**src/logic/comparator_defines.svh**
```systemverilog
// Offsets, field positions, reset values and codes of the comparator register bank
`ifndef COMPARATOR_DEFINES_SVH
`define COMPARATOR_DEFINES_SVH
`define ADDR_W                   12
`define OFF_IRQ_ENABLE_SET       12'h304
`define OFF_IRQ_ENABLE_CLEAR     12'h308
`define OFF_COMPARE_OUTCOME      12'h400
`define OFF_COMPARATOR_ON        12'h500
`define OFF_INPUT_CHANNEL_SELECT 12'h504
`define OFF_EVENT_STATUS         12'h600
`define OFF_EVENT_CLEAR          12'h604
`define BIT_SETTLED              0
`define BIT_FALL                 1
`define BIT_RISE                 2
`define BIT_CROSS                3
`define EVENT_COUNT              4
`define CHANNEL_WIDTH            3
`define STATE_RESET              '0
`define RESP_OKAY                2'h0
`define RESP_SLVERR              2'h2
`endif

```
**src/logic/comparator_pkg.sv**
```systemverilog
// Types shared by the comparator register bank and its bus slave
`default_nettype none
`include "comparator_defines.svh"
package comparator_pkg;
  typedef enum logic [1:0] {WS_IDLE = 2'h0, WS_EXEC = 2'h1, WS_RESP = 2'h3} wr_state_t;
  typedef enum logic [1:0] {RS_IDLE = 2'h0, RS_EXEC = 2'h1, RS_RESP = 2'h3} rd_state_t;
  typedef logic [`EVENT_COUNT-1:0] event_vec_t;
  typedef struct packed {
    wr_state_t              ws;
    rd_state_t              rs;
    logic                   aw_got;
    logic                   w_got;
    logic [`ADDR_W-1:0]     awaddr;
    logic [31:0]            wdata;
    logic [3:0]             wstrb;
    logic [`ADDR_W-1:0]     araddr;
    logic [31:0]            rdata;
    logic                   bresp_err;
    logic                   rresp_err;
  } bus_state_t;
  typedef struct packed {
    logic                      enable;
    logic [`CHANNEL_WIDTH-1:0] channel;
    event_vec_t                irq_en;
    event_vec_t                status;
    logic                      outcome;
    logic                      irq;
    logic                      cmp_meta;
    logic                      cmp_sync;
    logic                      cmp_last;
    logic                      rdy_meta;
    logic                      rdy_sync;
    logic                      rdy_last;
  } regs_state_t;
endpackage
`default_nettype wire

```
**src/logic/reg_access_if.sv**
```systemverilog
// Register access strobes between the bus slave and the register bank
`default_nettype none
`include "comparator_defines.svh"
interface reg_access_if;
  logic               wr_en;
  logic [`ADDR_W-1:0] wr_addr;
  logic [31:0]        wr_data;
  logic [3:0]         wr_strb;
  logic               wr_err;
  logic [`ADDR_W-1:0] rd_addr;
  logic [31:0]        rd_data;
  logic               rd_err;
  modport bus  (output wr_en, wr_addr, wr_data, wr_strb, rd_addr,
                input  wr_err, rd_data, rd_err);
  modport regs (input  wr_en, wr_addr, wr_data, wr_strb, rd_addr,
                output wr_err, rd_data, rd_err);
endinterface
`default_nettype wire

```
**src/logic/comparator_regs.sv**
```systemverilog
// Low-power comparator register bank: interrupt enables, result, enable and input select
`default_nettype none
`include "comparator_defines.svh"
module comparator_regs (
  input  wire logic                      aclk,
  input  wire logic                      aresetn,
  input  wire logic                      clk_en,
  input  wire logic                      awvalid,
  output logic                           awready,
  input  wire logic [`ADDR_W-1:0]        awaddr,
  input  wire logic                      wvalid,
  output logic                           wready,
  input  wire logic [31:0]               wdata,
  input  wire logic [3:0]                wstrb,
  output logic                           bvalid,
  input  wire logic                      bready,
  output logic [1:0]                     bresp,
  input  wire logic                      arvalid,
  output logic                           arready,
  input  wire logic [`ADDR_W-1:0]        araddr,
  output logic                           rvalid,
  input  wire logic                      rready,
  output logic [31:0]                    rdata,
  output logic [1:0]                     rresp,
  input  wire logic                      compare_raw,
  input  wire logic                      ready_raw,
  input  wire logic                      sample_task,
  output logic                           comparator_enable,
  output logic [`CHANNEL_WIDTH-1:0]      channel_select,
  output comparator_pkg::event_vec_t     event_flags,
  output logic                           irq
);
  comparator_pkg::regs_state_t q;
  comparator_pkg::regs_state_t next_q;
  comparator_pkg::event_vec_t  hw_event;
  comparator_pkg::event_vec_t  clear_mask;
  logic                        cross_ok;

  reg_access_if acc ();

  axi_lite_slave u_bus (
    .aclk    (aclk),
    .aresetn (aresetn),
    .clk_en  (clk_en),
    .awvalid (awvalid),
    .awready (awready),
    .awaddr  (awaddr),
    .wvalid  (wvalid),
    .wready  (wready),
    .wdata   (wdata),
    .wstrb   (wstrb),
    .bvalid  (bvalid),
    .bready  (bready),
    .bresp   (bresp),
    .arvalid (arvalid),
    .arready (arready),
    .araddr  (araddr),
    .rvalid  (rvalid),
    .rready  (rready),
    .rdata   (rdata),
    .rresp   (rresp),
    .acc     (acc.bus)
  );

  function automatic logic lane0_write(input logic               en,
                                       input logic [3:0]         strb,
                                       input logic [`ADDR_W-1:0] addr,
                                       input logic [`ADDR_W-1:0] off);
    lane0_write = en && strb[0] && addr == off;
  endfunction

  function automatic logic is_mapped(input logic [`ADDR_W-1:0] addr);
    case (addr)
      `OFF_IRQ_ENABLE_SET, `OFF_IRQ_ENABLE_CLEAR, `OFF_COMPARE_OUTCOME,
      `OFF_COMPARATOR_ON, `OFF_INPUT_CHANNEL_SELECT, `OFF_EVENT_STATUS,
      `OFF_EVENT_CLEAR: is_mapped = 1'b1;
      default: is_mapped = 1'b0;
    endcase
  endfunction

  assign comparator_enable = q.enable;
  assign channel_select    = q.channel;
  assign event_flags       = q.status;
  assign irq               = q.irq;

  // Crossings count only after ready has stood a cycle, so the settling edge is not a crossing
  assign cross_ok = q.enable && q.rdy_sync && q.rdy_last;

  always_comb begin
    hw_event                 = '0;
    hw_event[`BIT_SETTLED]   = q.enable && q.rdy_sync && !q.rdy_last;
    hw_event[`BIT_FALL]      = cross_ok && q.cmp_last && !q.cmp_sync;
    hw_event[`BIT_RISE]      = cross_ok && !q.cmp_last && q.cmp_sync;
    hw_event[`BIT_CROSS]     = cross_ok && (q.cmp_last != q.cmp_sync);
    clear_mask = '0;
    if (lane0_write(acc.wr_en, acc.wr_strb, acc.wr_addr, `OFF_EVENT_CLEAR)) begin
      clear_mask = acc.wr_data[`EVENT_COUNT-1:0];
    end
  end

  always_comb begin
    next_q          = q;
    next_q.cmp_meta = compare_raw;
    next_q.cmp_sync = q.cmp_meta;
    next_q.cmp_last = q.cmp_sync;
    next_q.rdy_meta = ready_raw;
    next_q.rdy_sync = q.rdy_meta;
    next_q.rdy_last = q.rdy_sync;
    if (lane0_write(acc.wr_en, acc.wr_strb, acc.wr_addr, `OFF_IRQ_ENABLE_SET)) begin
      next_q.irq_en = q.irq_en | acc.wr_data[`EVENT_COUNT-1:0];
    end
    if (lane0_write(acc.wr_en, acc.wr_strb, acc.wr_addr, `OFF_IRQ_ENABLE_CLEAR)) begin
      next_q.irq_en = q.irq_en & ~acc.wr_data[`EVENT_COUNT-1:0];
    end
    if (lane0_write(acc.wr_en, acc.wr_strb, acc.wr_addr, `OFF_COMPARATOR_ON)) begin
      next_q.enable = acc.wr_data[0];
    end
    if (lane0_write(acc.wr_en, acc.wr_strb, acc.wr_addr, `OFF_INPUT_CHANNEL_SELECT)) begin
      next_q.channel = acc.wr_data[`CHANNEL_WIDTH-1:0];
    end
    // A disabled comparator has no decision to offer, so a sample then keeps the old result
    if (sample_task && q.enable) begin
      next_q.outcome = q.cmp_sync;
    end
    // Set wins over clear so an event landing on the clear write is not lost
    next_q.status = (q.status & ~clear_mask) | hw_event;
    next_q.irq    = |(next_q.status & next_q.irq_en);
  end

  always_comb begin
    acc.rd_data = 32'h0000_0000;
    acc.rd_err  = !is_mapped(acc.rd_addr);
    acc.wr_err  = !is_mapped(acc.wr_addr);
    case (acc.rd_addr)
      `OFF_IRQ_ENABLE_SET, `OFF_IRQ_ENABLE_CLEAR: begin
        acc.rd_data[`EVENT_COUNT-1:0] = q.irq_en;
      end
      `OFF_COMPARE_OUTCOME:      acc.rd_data[0] = q.outcome;
      `OFF_COMPARATOR_ON:        acc.rd_data[0] = q.enable;
      `OFF_INPUT_CHANNEL_SELECT: acc.rd_data[`CHANNEL_WIDTH-1:0] = q.channel;
      `OFF_EVENT_STATUS:         acc.rd_data[`EVENT_COUNT-1:0] = q.status;
      default:                   acc.rd_data = 32'h0000_0000;
    endcase
  end

  always_ff @(posedge aclk) begin
    if (!aresetn) begin
      q <= `STATE_RESET;
    end else if (clk_en) begin
      q <= next_q;
    end
  end
endmodule // comparator_regs
`default_nettype wire

```
**src/logic/axi_lite_slave.sv**
```systemverilog
// AXI4-Lite slave that turns bus transfers into register access strobes
`default_nettype none
`include "comparator_defines.svh"
module axi_lite_slave (
  input  wire logic               aclk,
  input  wire logic               aresetn,
  input  wire logic               clk_en,
  input  wire logic               awvalid,
  output logic                    awready,
  input  wire logic [`ADDR_W-1:0] awaddr,
  input  wire logic               wvalid,
  output logic                    wready,
  input  wire logic [31:0]        wdata,
  input  wire logic [3:0]         wstrb,
  output logic                    bvalid,
  input  wire logic               bready,
  output logic [1:0]              bresp,
  input  wire logic               arvalid,
  output logic                    arready,
  input  wire logic [`ADDR_W-1:0] araddr,
  output logic                    rvalid,
  input  wire logic               rready,
  output logic [31:0]             rdata,
  output logic [1:0]              rresp,
  reg_access_if.bus               acc
);
  comparator_pkg::bus_state_t q;
  comparator_pkg::bus_state_t next_q;

  // Handshakes follow the clock enable so no transfer is seen while state is frozen
  assign awready     = clk_en && q.ws == comparator_pkg::WS_IDLE && !q.aw_got;
  assign wready      = clk_en && q.ws == comparator_pkg::WS_IDLE && !q.w_got;
  assign bvalid      = clk_en && q.ws == comparator_pkg::WS_RESP;
  assign bresp       = q.bresp_err ? `RESP_SLVERR : `RESP_OKAY;
  assign arready     = clk_en && q.rs == comparator_pkg::RS_IDLE;
  assign rvalid      = clk_en && q.rs == comparator_pkg::RS_RESP;
  assign rdata       = q.rdata;
  assign rresp       = q.rresp_err ? `RESP_SLVERR : `RESP_OKAY;
  assign acc.wr_en   = clk_en && q.ws == comparator_pkg::WS_EXEC;
  assign acc.wr_addr = q.awaddr;
  assign acc.wr_data = q.wdata;
  assign acc.wr_strb = q.wstrb;
  assign acc.rd_addr = q.araddr;

  always_comb begin
    next_q = q;
    case (q.ws)
      comparator_pkg::WS_IDLE: begin
        if (awvalid && awready) begin
          next_q.aw_got = 1'b1;
          next_q.awaddr = awaddr;
        end
        if (wvalid && wready) begin
          next_q.w_got = 1'b1;
          next_q.wdata = wdata;
          next_q.wstrb = wstrb;
        end
        if (next_q.aw_got && next_q.w_got) next_q.ws = comparator_pkg::WS_EXEC;
      end
      comparator_pkg::WS_EXEC: begin
        next_q.bresp_err = acc.wr_err;
        next_q.ws        = comparator_pkg::WS_RESP;
      end
      comparator_pkg::WS_RESP: begin
        if (bready) begin
          next_q.ws     = comparator_pkg::WS_IDLE;
          next_q.aw_got = 1'b0;
          next_q.w_got  = 1'b0;
        end
      end
      default: next_q.ws = comparator_pkg::WS_IDLE;
    endcase
    case (q.rs)
      comparator_pkg::RS_IDLE: begin
        if (arvalid) begin
          next_q.araddr = araddr;
          next_q.rs     = comparator_pkg::RS_EXEC;
        end
      end
      comparator_pkg::RS_EXEC: begin
        next_q.rdata     = acc.rd_data;
        next_q.rresp_err = acc.rd_err;
        next_q.rs        = comparator_pkg::RS_RESP;
      end
      comparator_pkg::RS_RESP: if (rready) next_q.rs = comparator_pkg::RS_IDLE;
      default: next_q.rs = comparator_pkg::RS_IDLE;
    endcase
  end

  always_ff @(posedge aclk) begin
    if (!aresetn) begin
      q <= `STATE_RESET;
    end else if (clk_en) begin
      q <= next_q;
    end
  end
endmodule // axi_lite_slave
`default_nettype wire

```
**config.mk**
```make
export PLATFORM = sky130hd
export DESIGN_NAME = comparator_regs
export DESIGN_NICKNAME = d
export VERILOG_FILES = /design/src/logic/comparator_pkg.sv /design/src/logic/reg_access_if.sv /design/src/logic/comparator_regs.sv /design/src/logic/axi_lite_slave.sv
export VERILOG_INCLUDE_DIRS = /design/src /design/src/logic
export SDC_FILE = /design/constraint.sdc
export NUM_CORES = 1
export LEC_CHECK = 0
export BUFFER_PORTS_ARGS = -buffer_cell sky130_fd_sc_hd__buf_2
export CORE_AREA = 2 2 127 129
export DETAILED_ROUTE_END_ITERATION = 6
export DIE_AREA = 0 0 129 131
export GPL_TIMING_DRIVEN = 0
export HOLD_SLACK_MARGIN = 0.12
export PLACE_DENSITY = 0.65
export SYNTH_ARGS = -nofsm -noshare
export SYNTH_HDL_FRONTEND = slang
export SYNTH_HIERARCHICAL = 1
export SYNTH_SLANG_ARGS = --single-unit
```
**constraint.sdc**
```tcl
create_clock -name aclk -period 2.94 [get_ports aclk]
set_input_delay 0.441 -clock aclk [delete_from_list [all_inputs] [get_ports aclk]]
set_output_delay 0.441 -clock aclk [all_outputs]
set_load 0.01 [all_outputs]
```
==> results.toml, run 1 <==
[outcome]
outcome = "finished clean"

[clocking]
cts-buffers-inserted = 9
cts.path.max_buffers = 2
tritoncts_clock_tree = "built"
cts.root.buffer_cell = "sky130_fd_sc_hd__clkbuf_16"
post_cts_resize_count = 0
post_cts_hold_buffer_count = 0
clock_latency_ns = 0.34
clkTransAtPathRegs_ns = 0.06
postCtsSetupRepairBufs = 0
total_clock_sinks = 89
cts_max_level = 3

[global_route]
gr-usage-all-layers_pct = 12.6
vias_in_the_first_global_route = 3400
grt_start_max_net_pins = 14
grt_first_pass_wirelength_um = 16700
antenna_found_initial = 0
grt_overflow_total = 0

[routing]
count_of_unresolved_drc_violations_after_routing = 0
drt_pass_1_iters = 4
vias_post_dr = 3769
antenna_violating_nets_post_route = 0
drt_iter0_markers = 94
route.final.wire_length_um = 10200
routed_via_density = 4.16
route.detailed.wl_per_inst_um = 11.3

[critical_path]
worst-path-buf-inv = 1
timing.critical_path.fanout_max = 3
cp_cell_sequence = "buf_4, nor4_1, nand2_1, or2_1, nor4_1, a221o_1, nand2_1, a21boi_0"
critical_path_arrival_ns = 2.39
startpoint_type = "register"
worstSetupEndpointType = "register"
worst_path_largest_cell_delay_ns = 0.49
timing.critical_path.required_ns = 3.20
critical_path_class = "reg -> reg"
critPathSlowestCell = "sky130_fd_sc_hd__nor4_1"
top_family_by_delay_on_critical_path = "simple AND/OR/NAND/NOR gates"

[die]
num_rows = 46
die_h_um = 131
floorplan.initialDensity_pct = 30.0
pin_count = 121
die_width_um = 129
core_region_area_mm2 = 0.0156
die_footprint_mm2 = 0.0169

[finish]
layout-drive-gt1-share_pct = 28.4
synthToLayoutAreaGrowth_pct = 23.1
finalNetCount = 757
post-route-util_pct = 37.0
antenna_cells = 0

[place]
dp_hpwl_um = 7770
place_congestion = 0.854
io_buffer_count = 86
place_worst_setup_slack_ns = 0.563

[sta]
finClkSkew_ns = 0.00299
setup_ws_ns = 0.813
hold_viol = 0
fin_crit_sh_pct = 72.4
unrepaired_setup_endpoints_after_global_routing = "no"
fmax_mhz = 470
maxSlewViolCount = 0
tightest_slew_ns = 0.521
report.final.setup_viol = 0
timing.slew.headroom_pct = 64.8
final_period_minus_worst_setup_slack_ns = 2.13
final.setup.tns_ns = 0

[pwr]
cellLeakagePower_nw = 2.53
p_total_mw = 2.80
power.density_mw_per_mm2 = 485
max-vdd-ir-drop_mv = 0.336

[synth]
post_synth_instance_area_mm2 = 0.00468
yosys_warnings = 6
netlist_instances = 561
synth_area_per_cell_um2 = 8.35

[job]
maxCapViolCount = 0

[min_path]
min_path_type = "in -> reg"
==> final timing paths <==
check                                            end  slack, ns                 start  depth (start not counted)
worst min register to register  u_bus/acc.wr_addr[5]       0.46  u_bus/acc.wr_addr[5]                          2
worst min-delay path            u_bus/acc.wr_addr[5]       0.34             awaddr[5]                          3
worst max register to register        u_bus/rdata[1]       0.81  u_bus/acc.rd_addr[5]                          8
worst max-delay path                  u_bus/rdata[1]       0.81  u_bus/acc.rd_addr[5]                          8
==> flip-flops by register name, indices dropped and copies added (netlist names) <==
signal             flops
next_q                 4
channel_select         3
u_bus/acc.wr_strb      1
u_bus/acc.wr_data      4
q                      7
comparator_enable      1
event_flags            4
u_bus/acc.wr_addr     12
u_bus/q                8
u_bus/rdata           32
u_bus/acc.rd_addr     12
irq                    1
==> metrics by stage <==
stage                     hold WS (ns)  instances  cell area (µm²)
after global routing             0.333        906             5770
final                            0.340        906             5770
after detailed placement         0.450        891             5490
after floorplan                  0.435        589             4790
after global placement           0.444        891             5490
after CTS                        0.322        906             5770
==> area by class of cell <==
type	count	area [µm²]
Sequential cell	89	1780
Buffer	107	744
Timing Repair Buffer	86	430
Clock buffer	11	233
Clock inverter	4	45.0
Multi-Input combinational cell	384	2230
Inverter	9	33.8
Tap cell	216	270
Fill cell	1658	9830
==> worst reg2reg max path, delay by kind of cell, from the launching register on <==
kind	cells	cell delay [ns]
buf+inv	1	0.12
compound gates	2	0.43
simple gates	5	1.19
flops	1	0.31
==> per-layer routing <==
layer,wire length [µm],GRT usage (%)
met5,0,0
met4,112,3.64
met3,508,4.07
met2,4560,19.9
met1,5030,16.7
==> where the power goes <==
| group | internal (mW) | total (mW) | leakage [nW] | switching, mW |
|---|---|---|---|---|
| Sequential | 1.26 | 1.29 | 0.724 | 0.0334 |
| Clock | 0.650 | 1.11 | 0.139 | 0.456 |
| Combinational | 0.194 | 0.396 | 1.66 | 0.202 |
| Total | 2.10 | 2.80 | 2.53 | 0.692 |
==> cells in the final DEF (no fill, tap or decap), drive strengths merged, types with 4 or more instances in the layout <==
cell	instances
and3	4
nor3b	5
a21oi	8
o21ai	7
nor4	7
nand3	9
a21boi	51
inv	9
nor2b	7
nor2	24
conb	30
nand2b	5
nand2	143
mux2i	28
nand3b	5
dfxtp	89
buf	170
clkbuf	33
No activity file was read; power rests on OpenSTA's default activity.
==> run 2: changes to the inputs <==
==> constraint.sdc (replaced) <==
create_clock -name aclk -period 2.1 [get_ports aclk]
set_input_delay 0.315 -clock aclk [delete_from_list [all_inputs] [get_ports aclk]]
set_output_delay 0.315 -clock aclk [all_outputs]
set_load 0.01 [all_outputs]
==> results.toml, run 2 (synthesis results as in run 1) <==
[clocking]
cts.root.buffer_cell = "sky130_fd_sc_hd__clkbuf_16"
cts-buffers-inserted = 9
clkTransAtPathRegs_ns = 0.06
cts.path.max_buffers = 2
tritoncts_clock_tree = "built"
total_clock_sinks = 89
clock_latency_ns = 0.34
cts_max_level = 3

[sta]
maxSlewViolCount = 0
fin_crit_sh_pct = 93.3
timing.slew.headroom_pct = 64.8
unrepaired_setup_endpoints_after_global_routing = "no"
final_period_minus_worst_setup_slack_ns = 1.96
setup_ws_ns = 0.141
hold_viol = 0
fmax_mhz = 511
final.setup.tns_ns = 0
holdWs_ns = 0.214
report.final.setup_viol = 0
finClkSkew_ns = 0.00301
tightest_slew_ns = 0.521

[critical_path]
critical_path_class = "reg -> reg"
worstSetupEndpointType = "register"
timing.reg2reg.setup_slack_ns = 0.14
timing.critical_path.required_ns = 2.36
critical_path_arrival_ns = 2.22
timing.critical_path.fanout_max = 4
startpoint_type = "register"

[finish]
synthToLayoutAreaGrowth_pct = 23.9
fin_cells = 907
finalNetCount = 758
layout-drive-gt1-share_pct = 28.8
antenna_cells = 0
largest_register_ffs = 32
layout_common_cells = "143 x sky130_fd_sc_hd__nand2_1, 90 x sky130_fd_sc_hd__buf_2, 89 x sky130_fd_sc_hd__dfxtp_1"
mostFrequentLayoutCell = "sky130_fd_sc_hd__nand2_1"

[global_route]
vias_in_the_first_global_route = 3400
met2_capacity_usage_during_global_routing_pct = 19.9
globalRouteMet3Util_pct = 4.07
grt_overflow_total = 0
grt_util_met1_pct = 16.7
antenna_found_initial = 0
gr-max-usage-layer = "met2"
gr-usage-all-layers_pct = 12.6
grt_first_pass_wirelength_um = 16700
grt_start_max_net_pins = 14

[routing]
antenna_violating_nets_post_route = 0
vias_post_dr = 3776
routed_via_density = 4.16
count_of_unresolved_drc_violations_after_routing = 0
route.final.wire_length_um = 10300
route.detailed.wl_per_inst_um = 11.3
drt_pass_1_iters = 4
drt_iter0_markers = 93

[die]
die_width_um = 129
floorplan.initialDensity_pct = 30.0
die_h_um = 131
die_footprint_mm2 = 0.0169
pin_count = 121
core_region_area_mm2 = 0.0156
num_rows = 46

[pwr]
clk_network_pwr_share_pct = 39.4
power_switching_uw = 975
max-vdd-ir-drop_mv = 0.470
power.density_mw_per_mm2 = 678
p_sw_share_pct = 24.8
p_total_mw = 3.93
internal_portion_of_total_power_mw = 2.95
cellLeakagePower_nw = 2.53
comb_power_share_pct = 14.5
power.sequential.fraction_pct = 46.1

[min_path]
min_path_type = "in -> reg"

[place]
place_congestion = 0.854
io_buffer_count = 86
dp_hpwl_um = 7770
post-place-cells = 891
place_worst_setup_slack_ns = -0.151

[job]
maxCapViolCount = 0

[outcome]
outcome = "finished clean"
## run 2: cell count changes in the layout (fill, tap and decap cells not counted), sizes merged
cell	previous run	this run
buf	170	171
## run 2: metal layers
| metal | up-vias | part of all wire [%] |
|---|---|---|
| met4 | 0 | 1.1 |
| met3 | 9 | 4.9 |
| met5 | - | 0 |
| li1 | 2031 | - |
| met1 | 1654 | 49 |
| met2 | 82 | 45 |
## run 2: final timing paths
check	from	to	depth (start not counted)
worst min register to register	u_bus/acc.wr_addr[5]	u_bus/acc.wr_addr[5]	2
worst max register to register	u_bus/acc.rd_addr[5]	u_bus/rdata[1]	8
worst min-delay path	awaddr[5]	u_bus/acc.wr_addr[5]	3
worst max-delay path	u_bus/acc.rd_addr[5]	u_bus/rdata[1]	8
## run 2: timing repair
item / in CTS / in global routing
pin swaps: 0 / 4
hold buffers: 0 / 0
gates resized for setup: 1 / 4
endpoints found under the setup margin: 2 / 4
buffers inserted: 0 / 1
## run 2: cell type report
class                   instances  area [µm²]
well taps                     216         270
clock inverters                 4        45.0
clock buffers                  11         233
inverters                       9        33.8
fillers                      1660        9800
multi-input cells             384        2250
flip-flops and latches         89        1780
plain buffers                 107         744
repair buffers                 87         438
## run 2: power by group through the flow
stage	logic (mW)	clock network, mW	registers (mW)
after floorplan	0.408	0	1.84
after global placement	0.554	0	1.85
after detailed placement	0.558	0	1.85
after CTS	0.561	1.61	1.81
after global routing	0.639	1.69	1.82
final	0.571	1.55	1.81
## run 2: critical path, stage by stage, from the launching register on
cell and delay [ns]:
sky130_fd_sc_hd__dfxtp_1 0.31, sky130_fd_sc_hd__buf_4 0.12, sky130_fd_sc_hd__nor4_1 0.25, sky130_fd_sc_hd__nand2_1 0.12, sky130_fd_sc_hd__or2_4 0.27, sky130_fd_sc_hd__nor4_4 0.37, sky130_fd_sc_hd__a221o_1 0.22, sky130_fd_sc_hd__nand2_1 0.05
sky130_fd_sc_hd__a21boi_0 0.17
## run 2: per-stage QoR
stage | utilization (%) | cell area [µm²]
3_5_place_dp | 35.2 | 5490
5_1_grt | 37.2 | 5800
3_3_place_gp | 35.2 | 5490
2_1_floorplan | - | 4790
4_1_cts | 37.0 | 5770
6_report | 37.2 | 5800
==> run 3: changes to the inputs <==
--- a/config.mk
+++ b/config.mk
@@ -7,12 +7,12 @@
 export NUM_CORES = 1
 export LEC_CHECK = 0
 export BUFFER_PORTS_ARGS = -buffer_cell sky130_fd_sc_hd__buf_2
-export CORE_AREA = 2 2 127 129
+export CORE_AREA = 2 2 136 138
 export DETAILED_ROUTE_END_ITERATION = 6
-export DIE_AREA = 0 0 129 131
+export DIE_AREA = 0 0 138 140
 export GPL_TIMING_DRIVEN = 0
 export HOLD_SLACK_MARGIN = 0.12
-export PLACE_DENSITY = 0.65
+export PLACE_DENSITY = 0.59
 export SYNTH_ARGS = -nofsm -noshare
 export SYNTH_HDL_FRONTEND = slang
 export SYNTH_HIERARCHICAL = 1
==> results.toml, run 3 (synthesis results as in run 1) <==
[outcome]
outcome = "finished clean"

[routing]
drt_iter0_markers = 170
antenna_violating_nets_post_route = 0
count_of_unresolved_drc_violations_after_routing = 0
drt_pass_1_iters = 4
vias_post_dr = 3801
route.final.wire_length_um = 10600
route.detailed.wl_per_inst_um = 11.5
routed_via_density = 4.12

[finish]
layout_common_cells = "143 x sky130_fd_sc_hd__nand2_1, 90 x sky130_fd_sc_hd__buf_2, 89 x sky130_fd_sc_hd__dfxtp_1"
layout-drive-gt1-share_pct = 29.3
fillerInstances = 1926
mostFrequentLayoutCell = "sky130_fd_sc_hd__nand2_1"
layout.cell_area.non_filler_mm2 = 0.00584
largest_register_ffs = 32
finalNetCount = 759
antenna_cells = 0
synthToLayoutAreaGrowth_pct = 24.6

[sta]
finClkSkew_ns = 0.0102
timing.slew.headroom_pct = 64.7
final_period_minus_worst_setup_slack_ns = 2.03
fmax_mhz = 493
tightest_slew_ns = 0.529
setup_ws_ns = 0.0698
fin_crit_sh_pct = 96.7
maxSlewViolCount = 0
hold_viol = 0
report.final.setup_viol = 0

[critical_path]
startpoint_type = "register"
critical_path_class = "reg -> reg"
timing.critical_path.fanout_max = 10
critical_path_arrival_ns = 2.24
worstSetupEndpointType = "register"
timing.critical_path.required_ns = 2.31
worst_r2r_path_depth = 8

[die]
floorplan.initialDensity_pct = 26.3
die_width_um = 138
die_h_um = 140
num_rows = 49
die_footprint_mm2 = 0.0193
core_region_area_mm2 = 0.0178
pin_count = 121

[global_route]
gr-usage-all-layers_pct = 11.4
antenna_found_initial = 0
grt_first_pass_wirelength_um = 17800
grt_start_max_net_pins = 16
vias_in_the_first_global_route = 3533
grt_overflow_total = 0

[pwr]
max-vdd-ir-drop_mv = 0.354
power.density_mw_per_mm2 = 668
cellLeakagePower_nw = 2.53

[clocking]
post_cts_hold_buffer_count = 0
cts.path.max_buffers = 2
cts_max_level = 3
cts-buffers-inserted = 9
cts.root.buffer_cell = "sky130_fd_sc_hd__clkbuf_16"
total_clock_sinks = 89
clkTransAtPathRegs_ns = 0.07
clock_latency_ns = 0.34
tritoncts_clock_tree = "built"

[place]
dp_hpwl_um = 8080
io_buffer_count = 86
place_congestion = 0.785
place_area_mm2 = 0.00551
place_worst_setup_slack_ns = -0.197

[min_path]
min_path_type = "in -> reg"
holdPathStages = 3

[job]
maxCapViolCount = 0
==> run 3: cell count changes in the layout (fill, tap and decap cells not counted), sizes merged <==
| cell | previous run | this run |
|---|---|---|
| clkinvlp | 0 | 2 |
| bufinv | 1 | 0 |
| buf | 171 | 172 |
| clkinv | 3 | 2 |
| inv | 9 | 10 |
==> run 3: critical path, cell delays in order (launching register included) <==
cell and delay, ns:
sky130_fd_sc_hd__dfxtp_1 0.31, sky130_fd_sc_hd__buf_4 0.13, sky130_fd_sc_hd__buf_6 0.13, sky130_fd_sc_hd__or4b_4 0.55
sky130_fd_sc_hd__nor4_4 0.25, sky130_fd_sc_hd__buf_4 0.19, sky130_fd_sc_hd__a31oi_1 0.12, sky130_fd_sc_hd__o221ai_1 0.09
sky130_fd_sc_hd__a41oi_1 0.14
==> run 3: repair_timing <==
action                     CTS  global route
gates resized for setup      1             6
pin swaps                    0             6
setup endpoints to repair    2             8
buffers inserted             0             2
==> run 3: final cells by class <==
class	count	area, µm²	share of cell area [%]
Clock buffer	11	233	3.99
Timing Repair Buffer	88	445	7.63
Inverter	9	33.8	0.579
Tap cell	229	287	4.91
Multi-Input combinational cell	384	2270	38.9
Buffer	107	744	12.8
Clock inverter	5	41.3	0.707
Sequential cell	89	1780	30.5
==> run 3: final timing paths <==
check / slack, ns / endpoint / start
setup reg to reg: 0.07 / irq / u_bus/acc.wr_addr[3]
setup / recovery: 0.07 / irq / u_bus/acc.wr_addr[3]
hold reg to reg: 0.46 / u_bus/acc.wr_strb[0] / u_bus/acc.wr_strb[0]
hold / removal: 0.21 / u_bus/acc.wr_addr[3] / awaddr[3]
==> run 3: where the power goes <==
part / leakage (nW) / total, mW / switching (mW) / internal [mW]
sequential: 0.724 / 1.81 / 0.0470 / 1.76
combinational: 1.68 / 0.577 / 0.295 / 0.282
clock: 0.126 / 1.51 / 0.702 / 0.812
==> run 3: metrics by stage <==
stage / power [mW] / cells / util [%] / TNS, ns / hold slack [ns]
after floorplan: 2.24 / 589 / - / 0 / 0.435
after global placement: 2.41 / 904 / 31.0 / -1.07 / 0.444
after detailed placement: 2.41 / 904 / 31.0 / -1.33 / 0.448
after CTS: 3.94 / 920 / 32.5 / 0 / 0.195
after global routing: 4.10 / 922 / 32.8 / -0.00858 / 0.210
final: 3.90 / 922 / 32.8 / 0 / 0.207
==> run 3: per-layer routing <==
metal,track usage (%),vias to the layer above,share of wire [%]
met4,4.67,0,1.8
met2,17.9,99,44
met3,2.15,12,4.8
met5,0,-,0
met1,15.3,1653,49
li1,-,2037,-
